**config.mk**
```make
export PLATFORM = sky130hd
export DESIGN_NAME = osw_clock_ctrl
export DESIGN_NICKNAME = d
export VERILOG_FILES = /design/src/osw_pkg.sv /design/src/osw_clock_ctrl.sv /design/src/osw_reload_counter.sv
export VERILOG_INCLUDE_DIRS = /design/src
export SDC_FILE = /design/constraint.sdc
export NUM_CORES = 1
export LEC_CHECK = 0
export ABC_AREA = 1
export ABC_CLOCK_PERIOD_IN_PS = 2100
export BUFFER_PORTS_ARGS = -buffer_cell sky130_fd_sc_hd__buf_4
export CORE_ASPECT_RATIO = 0.6
export CORE_MARGIN = 10
export CORE_UTILIZATION = 30
export CTS_BUF_LIST = sky130_fd_sc_hd__clkbuf_16
export DETAILED_ROUTE_END_ITERATION = 10
export GPL_ROUTABILITY_DRIVEN = 0
export PLACE_DENSITY_LB_ADDON = 0.2
export SETUP_SLACK_MARGIN = 0.5
export SLEW_MARGIN = 20
export SYNTH_ARGS = -nofsm -noshare
export SYNTH_HDL_FRONTEND = slang
export SYNTH_SLANG_ARGS = --single-unit
```
**constraint.sdc**
```tcl
create_clock -name pclk -period 2.1 [get_ports pclk]
set_input_delay 0.21 -clock pclk [delete_from_list [all_inputs] [get_ports pclk]]
set_output_delay 0.21 -clock pclk [all_outputs]
set_load 0.02 [all_outputs]
```
**src/osw_params.svh**
```systemverilog
// Constants of the oscillation, stop and wait clock controller.
// Assumes inclusion by bare name from the package and design files.
`ifndef OSW_PARAMS_SVH
`define OSW_PARAMS_SVH

// Register indices; byte address is four times the index
`define OSW_IDX_PRE12      6'h20
`define OSW_IDX_T1         6'h21
`define OSW_IDX_MISC       6'h38
`define OSW_IDX_CPUM       6'h3B

// CPU mode register fields and reset value
`define OSW_CPUM_MSTOP     5
`define OSW_CPUM_MODE_LO   6
`define OSW_CPUM_MODE_HI   7
`define OSW_CPUM_RST       8'h48

// Misc clock settings register fields and reset value
`define OSW_MISC_PRESET    0
`define OSW_MISC_ASW_EN    1
`define OSW_MISC_ASW_DLY   2
`define OSW_MISC_ASW_GO    3
`define OSW_MISC_RST       3'h0

// Counter presets at reset and on the stop instruction
`define OSW_PRE12_STP      8'hFF
`define OSW_T1_STP         8'h01

// Divider and delay counts
`define OSW_DIV16_TOP      4'hF
`define OSW_MID_HALF_TOP   2'h3
`define OSW_ASW_SHORT      4'hA
`define OSW_ASW_LONG       4'hE

`endif

```
**src/osw_pkg.sv**
```systemverilog
// Types of the oscillation, stop and wait clock controller.
// Assumes osw_params.svh is on the include path.
`include "osw_params.svh"

package osw_pkg;

   typedef enum logic [3:0] {
      OSW_RUN     = 4'b0001,
      OSW_WAITS   = 4'b0010,
      OSW_STOPS   = 4'b0100,
      OSW_RELEASE = 4'b1000
   } osw_state_type;

   typedef enum logic [1:0] {
      OSW_HIGH = 2'b00,
      OSW_MID  = 2'b01,
      OSW_LOW  = 2'b10
   } osw_speed_type;

   typedef struct packed {
      logic       main_en;
      logic       sub_en;
      logic       phi;
   } osw_osc_type;

   typedef struct packed {
      logic [7:0] cnt;
      logic [7:0] latch;
   } osw_cnt_type;

   typedef struct packed {
      osw_state_type st;
      logic [7:0]    cpum;
      logic [2:0]    misc;
      logic          pready;
      logic          pslverr;
      logic [31:0]   prdata;
      osw_osc_type   osc;
      logic [1:0]    phcnt;
      logic [3:0]    d16;
      logic          scl_q;
      logic          sda_q;
      logic          asw_busy;
      logic [3:0]    asw_cnt;
      logic          t1_uflow;
   } osw_main_type;

endpackage

```
**src/osw_clock_ctrl.sv**
```systemverilog
// System clock oscillation, stop and wait controller with APB registers.
// Assumes oscillator ticks, instruction strobes and pins are pclk-synchronous.
//
// What this block does
// - Main-clock stop bit set in low-speed mode halts main oscillator; clear restarts.
// - Stop instruction holds internal clock high and halts both oscillators.
// - Stop with preset bit 0 loads prescaler 12 with FF, timer 1 with 01.
// - Stop with preset bit 1 leaves both counters; software preloads them.
// - During release prescaler 12 counts oscillator/16 and clocks timer 1.
// - External interrupt restarts oscillators; clock stays high until timer 1 underflow.
// - Wait instruction holds internal clock high, oscillators keep running.
// - Reset or interrupt ends wait at once, no stabilization delay.
// - Auto switch enabled in low speed: SCL/SDA edge starts main, goes middle.
// - Delay select picks 4.5-5.5 or 6.5-7.5 low-speed machine cycles.
// - Writing auto switch start bit in low speed switches to middle speed.
// - High-speed mode clock is main oscillator divided by two.
// - Timer latch value n divides its count source by n+1.
// - Middle speed is main oscillator divided by eight and selected at reset.
// - Low-speed mode clock is sub oscillator divided by two.
//
// Register access over APB and the address map were decided locally.
`timescale 1ns/10ps
`default_nettype none
`include "osw_params.svh"

module osw_clock_ctrl (
   // Clock and reset
   input  wire logic        pclk,
   input  wire logic        presetn,
   // APB slave
   input  wire logic        psel,
   input  wire logic        penable,
   input  wire logic        pwrite,
   input  wire logic [7:0]  paddr,
   input  wire logic [31:0] pwdata,
   output logic [31:0]      prdata,
   output logic             pready,
   output logic             pslverr,
   // Oscillator ticks and CPU events
   input  wire logic        main_osc_tick,
   input  wire logic        sub_osc_tick,
   input  wire logic        stop_instruction,
   input  wire logic        wait_instruction,
   input  wire logic        ext_irq,
   // Serial line pins
   input  wire logic        scl_in,
   input  wire logic        sda_in,
   // Clock outputs
   output osw_pkg::osw_osc_type osc_ctl,
   output logic             t1_underflow
);

   osw_pkg::osw_main_type s_r;
   osw_pkg::osw_main_type s_nxt;

   logic       wr;
   logic [5:0] idx;
   logic       hit;
   logic       is_low;
   logic       stop_go;
   logic       preset;
   logic       src_tick;
   logic       pre_tick;
   logic       pre_uflow;
   logic       t1_uflow;
   logic       pre_load;
   logic       t1_load;
   logic [7:0] pre_val;
   logic [7:0] t1_val;
   logic [7:0] pre_cnt;
   logic [7:0] t1_cnt;
   logic [3:0] asw_top;
   logic       pin_edge;

   assign prdata       = s_r.prdata;
   assign pready       = s_r.pready;
   assign pslverr      = s_r.pslverr;
   assign osc_ctl      = s_r.osc;
   assign t1_underflow = s_r.t1_uflow;

   // Address decode
   assign idx = paddr[7:2];
   assign hit = (paddr[1:0] == 2'h0) &&
                (idx == `OSW_IDX_PRE12 || idx == `OSW_IDX_T1 ||
                 idx == `OSW_IDX_MISC || idx == `OSW_IDX_CPUM);
   assign wr  = psel & penable & s_r.pready & pwrite & hit;

   assign is_low  = s_r.cpum[`OSW_CPUM_MODE_HI:`OSW_CPUM_MODE_LO] ==
                    osw_pkg::OSW_LOW;
   assign stop_go = stop_instruction & (s_r.st == osw_pkg::OSW_RUN);
   assign preset  = stop_go & ~s_r.misc[`OSW_MISC_PRESET];

   // Counter loads: stop preset wins over a software write
   assign pre_load = preset | (wr && idx == `OSW_IDX_PRE12);
   assign t1_load  = preset | (wr && idx == `OSW_IDX_T1);
   assign pre_val  = preset ? `OSW_PRE12_STP : pwdata[7:0];
   assign t1_val   = preset ? `OSW_T1_STP : pwdata[7:0];

   // Oscillator divided by 16 feeds prescaler 12, which clocks timer 1
   assign src_tick = (s_r.st != osw_pkg::OSW_STOPS) &&
                     (is_low ? sub_osc_tick : main_osc_tick);
   assign pre_tick = src_tick && (s_r.d16 == `OSW_DIV16_TOP);

   assign asw_top  = s_r.misc[`OSW_MISC_ASW_DLY] ? `OSW_ASW_LONG :
                     `OSW_ASW_SHORT;
   assign pin_edge = (scl_in != s_r.scl_q) || (sda_in != s_r.sda_q);

   osw_reload_counter #(
      .RST_VAL (`OSW_PRE12_STP)
   ) u_pre12 (
      .pclk     (pclk),
      .presetn  (presetn),
      .load     (pre_load),
      .load_val (pre_val),
      .tick     (pre_tick),
      .cnt      (pre_cnt),
      .uflow    (pre_uflow)
   );

   osw_reload_counter #(
      .RST_VAL (`OSW_T1_STP)
   ) u_t1 (
      .pclk     (pclk),
      .presetn  (presetn),
      .load     (t1_load),
      .load_val (t1_val),
      .tick     (pre_uflow),
      .cnt      (t1_cnt),
      .uflow    (t1_uflow)
   );

   always_comb begin
      s_nxt          = s_r;
      s_nxt.t1_uflow = t1_uflow;
      s_nxt.scl_q    = scl_in;
      s_nxt.sda_q    = sda_in;

      // APB: one wait cycle, then answer
      s_nxt.pready  = psel & penable & ~s_r.pready;
      s_nxt.pslverr = 1'b0;
      if (psel && penable && !s_r.pready) begin
         s_nxt.pslverr = ~hit;
         s_nxt.prdata  = 32'h0000_0000;
         if (hit) begin
            case (idx)
               `OSW_IDX_PRE12: s_nxt.prdata[7:0] = pre_cnt;
               `OSW_IDX_T1:    s_nxt.prdata[7:0] = t1_cnt;
               `OSW_IDX_MISC:  s_nxt.prdata[2:0] = s_r.misc;
               `OSW_IDX_CPUM:  s_nxt.prdata[7:0] = s_r.cpum;
               default:        s_nxt.prdata      = 32'h0000_0000;
            endcase
         end
      end

      // Register writes
      if (wr && idx == `OSW_IDX_CPUM) begin
         s_nxt.cpum = pwdata[7:0];
      end
      if (wr && idx == `OSW_IDX_MISC) begin
         s_nxt.misc = pwdata[2:0];
      end

      // Divide-by-16 prescaler source
      if (src_tick) begin
         s_nxt.d16 = s_r.d16 + 4'h1;
      end

      // Automatic switch from low speed to middle speed
      if (s_r.asw_busy) begin
         if (sub_osc_tick) begin
            if (s_r.asw_cnt == asw_top - 4'h1) begin
               s_nxt.cpum[`OSW_CPUM_MODE_HI:`OSW_CPUM_MODE_LO] =
                  osw_pkg::OSW_MID;
               s_nxt.asw_busy = 1'b0;
               s_nxt.asw_cnt  = 4'h0;
            end else begin
               s_nxt.asw_cnt = s_r.asw_cnt + 4'h1;
            end
         end
      end else if (is_low && s_r.st == osw_pkg::OSW_RUN &&
                   ((s_r.misc[`OSW_MISC_ASW_EN] && pin_edge) ||
                    (wr && idx == `OSW_IDX_MISC &&
                     pwdata[`OSW_MISC_ASW_GO]))) begin
         s_nxt.asw_busy              = 1'b1;
         s_nxt.asw_cnt               = 4'h0;
         s_nxt.cpum[`OSW_CPUM_MSTOP] = 1'b0;
      end

      // Oscillation control state machine
      case (s_r.st)
         osw_pkg::OSW_RUN: begin
            if (stop_go) begin
               s_nxt.st = osw_pkg::OSW_STOPS;
            end else if (wait_instruction) begin
               s_nxt.st = osw_pkg::OSW_WAITS;
            end
         end
         osw_pkg::OSW_WAITS: begin
            if (ext_irq) begin
               s_nxt.st = osw_pkg::OSW_RUN;
            end
         end
         osw_pkg::OSW_STOPS: begin
            if (ext_irq) begin
               s_nxt.st = osw_pkg::OSW_RELEASE;
            end
         end
         osw_pkg::OSW_RELEASE: begin
            if (t1_uflow) begin
               s_nxt.st = osw_pkg::OSW_RUN;
            end
         end
         default: begin
            s_nxt.st = osw_pkg::OSW_RUN;
         end
      endcase

      // Oscillator enables
      if (s_nxt.st == osw_pkg::OSW_STOPS) begin
         s_nxt.osc.main_en = 1'b0;
         s_nxt.osc.sub_en  = 1'b0;
      end else begin
         s_nxt.osc.sub_en  = 1'b1;
         s_nxt.osc.main_en = ~(s_nxt.cpum[`OSW_CPUM_MSTOP] &&
            s_nxt.cpum[`OSW_CPUM_MODE_HI:`OSW_CPUM_MODE_LO] ==
            osw_pkg::OSW_LOW);
      end

      // Internal clock divider, held high from the edge that leaves run
      if (s_nxt.st != osw_pkg::OSW_RUN) begin
         s_nxt.osc.phi = 1'b1;
         s_nxt.phcnt   = 2'h0;
      end else begin
         case (s_r.cpum[`OSW_CPUM_MODE_HI:`OSW_CPUM_MODE_LO])
            osw_pkg::OSW_HIGH: begin
               if (main_osc_tick) begin
                  s_nxt.osc.phi = ~s_r.osc.phi;
               end
            end
            osw_pkg::OSW_MID: begin
               if (main_osc_tick) begin
                  if (s_r.phcnt == `OSW_MID_HALF_TOP) begin
                     s_nxt.osc.phi = ~s_r.osc.phi;
                     s_nxt.phcnt   = 2'h0;
                  end else begin
                     s_nxt.phcnt = s_r.phcnt + 2'h1;
                  end
               end
            end
            osw_pkg::OSW_LOW: begin
               if (sub_osc_tick) begin
                  s_nxt.osc.phi = ~s_r.osc.phi;
               end
            end
            default: begin
               s_nxt.osc.phi = s_r.osc.phi;
            end
         endcase
      end
   end

   // Reset selects middle speed, no stabilization wait
   always_ff @(posedge pclk or negedge presetn) begin
      if (!presetn) begin
         s_r          <= '0;
         s_r.st       <= osw_pkg::OSW_RUN;
         s_r.cpum     <= `OSW_CPUM_RST;
         s_r.misc     <= `OSW_MISC_RST;
         s_r.osc      <= 3'b111;
      end else begin
         s_r <= s_nxt;
      end
   end

   a_stop_halts_osc: assert property (@(posedge pclk)
      disable iff (!presetn)
      (s_r.st == osw_pkg::OSW_STOPS) |-> (!s_r.osc.main_en &&
         !s_r.osc.sub_en && s_r.osc.phi))
      else $error("stop state leaves an oscillator or clock running");

   a_stop_presets: assert property (@(posedge pclk)
      disable iff (!presetn)
      (stop_go && !s_r.misc[`OSW_MISC_PRESET]) |=>
         (pre_cnt == `OSW_PRE12_STP && t1_cnt == `OSW_T1_STP))
      else $error("stop did not preset prescaler 12 and timer 1");

   a_stop_keeps: assert property (@(posedge pclk)
      disable iff (!presetn)
      (stop_go && s_r.misc[`OSW_MISC_PRESET] && !wr) |=>
         (pre_cnt == $past(pre_cnt) && t1_cnt == $past(t1_cnt)))
      else $error("stop changed counters with preset bit set");

   a_release_held: assert property (@(posedge pclk)
      disable iff (!presetn)
      (s_r.st == osw_pkg::OSW_RELEASE && !t1_uflow) |=>
         (s_r.st == osw_pkg::OSW_RELEASE && s_r.osc.phi &&
          s_r.osc.sub_en))
      else $error("clock delivered before timer 1 underflow");

   a_release_end: assert property (@(posedge pclk)
      disable iff (!presetn)
      (s_r.st == osw_pkg::OSW_RELEASE && t1_uflow) |=>
         (s_r.st == osw_pkg::OSW_RUN && s_r.t1_uflow))
      else $error("timer 1 underflow did not end the release");

   a_wait_osc_run: assert property (@(posedge pclk)
      disable iff (!presetn)
      (s_r.st == osw_pkg::OSW_WAITS && !wr) |=>
         (s_r.osc.phi && s_r.osc.sub_en && $stable(s_r.osc.main_en)))
      else $error("wait state stopped an oscillator");

   a_wait_wake: assert property (@(posedge pclk)
      disable iff (!presetn)
      (s_r.st == osw_pkg::OSW_WAITS && ext_irq) |=>
         (s_r.st == osw_pkg::OSW_RUN))
      else $error("interrupt did not end wait state at once");

   a_main_halt: assert property (@(posedge pclk)
      disable iff (!presetn)
      (is_low && s_r.cpum[`OSW_CPUM_MSTOP]) |-> !s_r.osc.main_en)
      else $error("main oscillator runs with stop bit in low speed");

   a_asw_start: assert property (@(posedge pclk)
      disable iff (!presetn)
      (is_low && s_r.st == osw_pkg::OSW_RUN && !s_r.asw_busy &&
       s_r.misc[`OSW_MISC_ASW_EN] && pin_edge) |=>
         (s_r.asw_busy && s_r.osc.main_en))
      else $error("serial line edge did not start the auto switch");

   a_asw_done: assert property (@(posedge pclk)
      disable iff (!presetn)
      (s_r.asw_busy && sub_osc_tick && s_r.asw_cnt == asw_top - 4'h1)
         |=> (!s_r.asw_busy && s_r.cpum[`OSW_CPUM_MODE_HI:
              `OSW_CPUM_MODE_LO] == osw_pkg::OSW_MID))
      else $error("auto switch did not reach middle speed on time");

   a_high_div: assert property (@(posedge pclk)
      disable iff (!presetn)
      (s_r.st == osw_pkg::OSW_RUN && main_osc_tick &&
       s_r.cpum[`OSW_CPUM_MODE_HI:`OSW_CPUM_MODE_LO] ==
       osw_pkg::OSW_HIGH) |=> (s_r.osc.phi != $past(s_r.osc.phi)))
      else $error("high speed clock did not toggle on main tick");

endmodule // osw_clock_ctrl

`default_nettype wire

```
**src/osw_reload_counter.sv**
```systemverilog
// Eight-bit down counter with reload latch, divides its ticks by n+1.
// Assumes tick and load are single-cycle strobes on pclk.
`timescale 1ns/10ps
`default_nettype none

module osw_reload_counter #(
   parameter logic [7:0] RST_VAL = 8'h00
) (
   // Clock and reset
   input  wire logic       pclk,
   input  wire logic       presetn,
   // Control
   input  wire logic       load,
   input  wire logic [7:0] load_val,
   input  wire logic       tick,
   // Status
   output logic [7:0]      cnt,
   output logic            uflow
);

   osw_pkg::osw_cnt_type s_r;
   osw_pkg::osw_cnt_type s_nxt;

   assign cnt   = s_r.cnt;
   assign uflow = tick & ~load & (s_r.cnt == 8'h00);

   always_comb begin
      s_nxt = s_r;
      if (load) begin
         s_nxt.cnt   = load_val;
         s_nxt.latch = load_val;
      end else if (tick) begin
         if (s_r.cnt == 8'h00) begin
            s_nxt.cnt = s_r.latch;
         end else begin
            s_nxt.cnt = s_r.cnt - 8'h01;
         end
      end
   end

   always_ff @(posedge pclk or negedge presetn) begin
      if (!presetn) begin
         s_r <= {RST_VAL, RST_VAL};
      end else begin
         s_r <= s_nxt;
      end
   end

   a_reload_div: assert property (@(posedge pclk) disable iff (!presetn)
      (tick && !load && s_r.cnt == 8'h00) |=> (s_r.cnt == $past(s_r.latch)))
      else $error("counter did not reload from latch on underflow");

endmodule // osw_reload_counter

`default_nettype wire

```
==> impl_metrics.yaml <==
status:
  status: "completed"
synthesis:
  synth.avg_cell_area_um2: 8.39
  syn_inst: 506
  yosys_warnings: 0
  ys_ff_latch: 74
  synthArstFlopShare_pct: 100
  ys.flop_type: "dfrtp_1"
  synth_area_leader_cell: "dfrtp_1"
  synth_seq_area_share_pct: 44.3
  ys_types: 43
  netlist.area_leader.share_pct: 29.5
  synthTopCellsByArea: "dfrtp_1 (29%), dfstp_2 (15%), nand2_1 (7.4%), o21ai_0 (6.6%), buf_4 (6.4%)"
  synthesis.area_um2: 4240
  synth_edf_count: 0
global_route:
  gr-total-overflow: 0
  grt_pass1_wl_um: 19400
  antenna_found_initial: 0
  grt_max_degree: 44
  grtUsageTotal_pct: 12.4
  grt_pass1_vias: 3585
power_and_ir_drop:
  power.total_mw: 5.36
  seq_power_share_pct: 38.2
  p_clk_share_pct: 25.3
  p_sw_share_pct: 36.2
  irDropWorstVdd_uv: 437
  pwr-share-comb_pct: 36.5
  switchingPower_mw: 1.94
  powerDensity_nw_per_um2: 949
  leakage_nw: 2.69
  p_int_mw: 3.42
cts:
  clockBufferDepth: 2
  clkSlewWorstSetupHoldPaths_ps: 60
  cts_root_buffer: "clkbuf_16"
  htree_levels: 3
  cts_tree: "yes"
  cts_sinks: 74
  numCtsBuffers: 9
  clk_latency_ps: 340
critical_path:
  critPathSlowestCell: "dfrtp_1"
  crit_chain: "inv_2, ha_4, inv_4, nor2_4, nand2_4, nor3_4, nand2_4, inv_6, nand2_2, o21ai_1, nand2_1, nand2_1, nand2_1, o21ai_1"
  arrival_ps: 2010
  cp.required_ps: 2350
  cp-end-kind: "flip-flop"
  critPathKind: "reg2reg"
  crit_path_start_kind: "flip-flop"
  crit_path_max_incr_delay_ps: 380
  path_common_cell: "nand2_1"
  critPathMaxFanout: 5
timing:
  finalClockSkew_ps: 8.60
  setup_viol: 0
  fmax_mhz: 569
  rsz0062_at_grt: "yes"
  slew_headroom_pct: 66.1
  hold_viol_final: 0
  worstMarginPinSlew_ps: 503
  final.setup.worst_slack_ps: 342
  tns_ps: 0
  report.final.slew_viol_count: 0
  period_minus_slack_ps: 1760
  period_share_pct: 83.7
floorplan:
  initial_utilization_pct: 30.9
  die-area_um2: 19500
  boundaryPins: 90
  die_w_um: 174
  die_y_um: 112
  core-area_um2: 13700
  rows: 33
routing:
  drt_pre_antenna_iters: 5
  viasPerCell: 4.64
  vias: 3644
  route.detailed.drc: 0
  wl_per_cell_um: 15.8
  wl_um: 12400
  drtAntennaViolNets: 0
  drt_iter0_drc: 224
layout:
  antenna_cells: 0
  fin_nets: 646
  drive_above_1_share_pct: 35.2
  final_common_cell: "nand2_1"
  most-common-layout-cells: "nand2_1 (72), buf_4 (69), inv_1 (59)"
  fill_cells: 1389
  area_delta_synth_final_pct: 33.2
min_path:
  hp-class: "in2reg"
placement:
  preCtsSetupSlack_ps: 219
  port_buffers: 41
  hpwlAfterDp_um: 8660
run:
  max-cap-violations: 0
## final timing paths
check / endpoint / start / slack [ps] / depth (start not counted)
setup / recovery: u_t1.cnt[1] / u_t1.cnt[1] / 340 / 14
min in group asynchronous: u_t1.cnt[6] / presetn / 390 / 2
hold / removal: s_r[63] / ext_irq / 100 / 2
max in group asynchronous: osc_ctl[1] / presetn / 1060 / 3
setup reg to reg: u_t1.cnt[1] / u_t1.cnt[1] / 340 / 14
hold reg to reg: u_pre12.s_r[2] / u_pre12.s_r[2] / 470 / 2
## cells in the mapped netlist, drive strengths merged (4+ instances only)
master  count
o211ai      4
o21ai      74
buf        39
nand4       9
a31oi       5
dfrtp      50
dfstp      24
ha          6
nand3      32
nor2       40
nor3        9
inv        70
a21oi      13
o22ai      11
xnor2       9
nand2      91
xor2        5
## power by group through the flow
stage | clock [mW] | sequential (mW) | combinational (mW)
final | 1.36 | 2.05 | 1.95
after CTS | 1.40 | 2.03 | 1.75
after global placement | 0 | 2.02 | 1.42
after floorplan | 0 | 1.98 | 1.12
after global routing | 1.45 | 2.09 | 2.16
after detailed placement | 0 | 2.03 | 1.45
## final cells by class
cell class              count  area (um^2)  share of cell area, %
inverters                  71          309                   5.47
clock buffers               9          225                   3.98
clock inverters             7         31.3                  0.553
multi-input cells         346         2230                   39.4
repair inverters            2         15.0                  0.266
flip-flops and latches     74         1880                   33.3
well taps                 192          240                   4.25
repair buffers             84          722                   12.8
## cells by family after synthesis
logic type	Yosys count	synth area share (%)
AOI/OAI and AO/OA	114	15.0
xor gates and xnor gates	14	2.89
adders and majority gates	6	1.77
buffers and inverters	111	13.6
DFF	74	44.3
muxes	3	0.737
other	1	0.0884
and+or+nand+nor	183	21.5
## sequential cells by signal, summed over array words and instances, names as in the netlist, 3 cells and up
| signal | cells |
|---|---|
| u_t1.cnt | 8 |
| prdata | 8 |
| u_pre12.s_r | 8 |
| u_t1.s_r | 8 |
| osc_ctl | 3 |
| u_pre12.cnt | 8 |
| s_r | 28 |
## through the flow
step                utilization, %  area (um^2)  hold slack (ps)  std cells
floorplan                        -         4370            -85.6        529
global placement              34.1         4680              187        730
detailed placement            34.1         4680              197        730
CTS                           38.7         5320             86.0        770
global route                  41.1         5650             89.8        785
finish                        41.1         5650             98.3        785
## critical path, delay by kind of cell, from the launching register on
family | cells | cell delay (ps)
buf+inv | 3 | 230
flops | 1 | 380
compound gates | 2 | 140
simple gates | 8 | 790
fa+ha+maj | 1 | 140
## metal layers
| metal | GRT usage, % | vias up | wire length, um |
|---|---|---|---|
| met1 | 17.9 | 1732 | 6120 |
| met2 | 17.5 | 117 | 5140 |
| li1 | - | 1779 | - |
| met4 | 3.72 | 0 | 148 |
| met3 | 3.55 | 16 | 989 |
| met5 | 0 | - | 0 |
## timing repair
action / CTS / global route
gates resized for setup: 46 / 61
endpoints found under the setup margin: 35 / 33
hold buffers: 3 / 0
hold endpoints to repair: 18 / 0
buffers inserted: 20 / 12
pin swaps: 21 / 25
cloned: 1 / 3
Note: power is estimated with default switching activity, not from simulation.
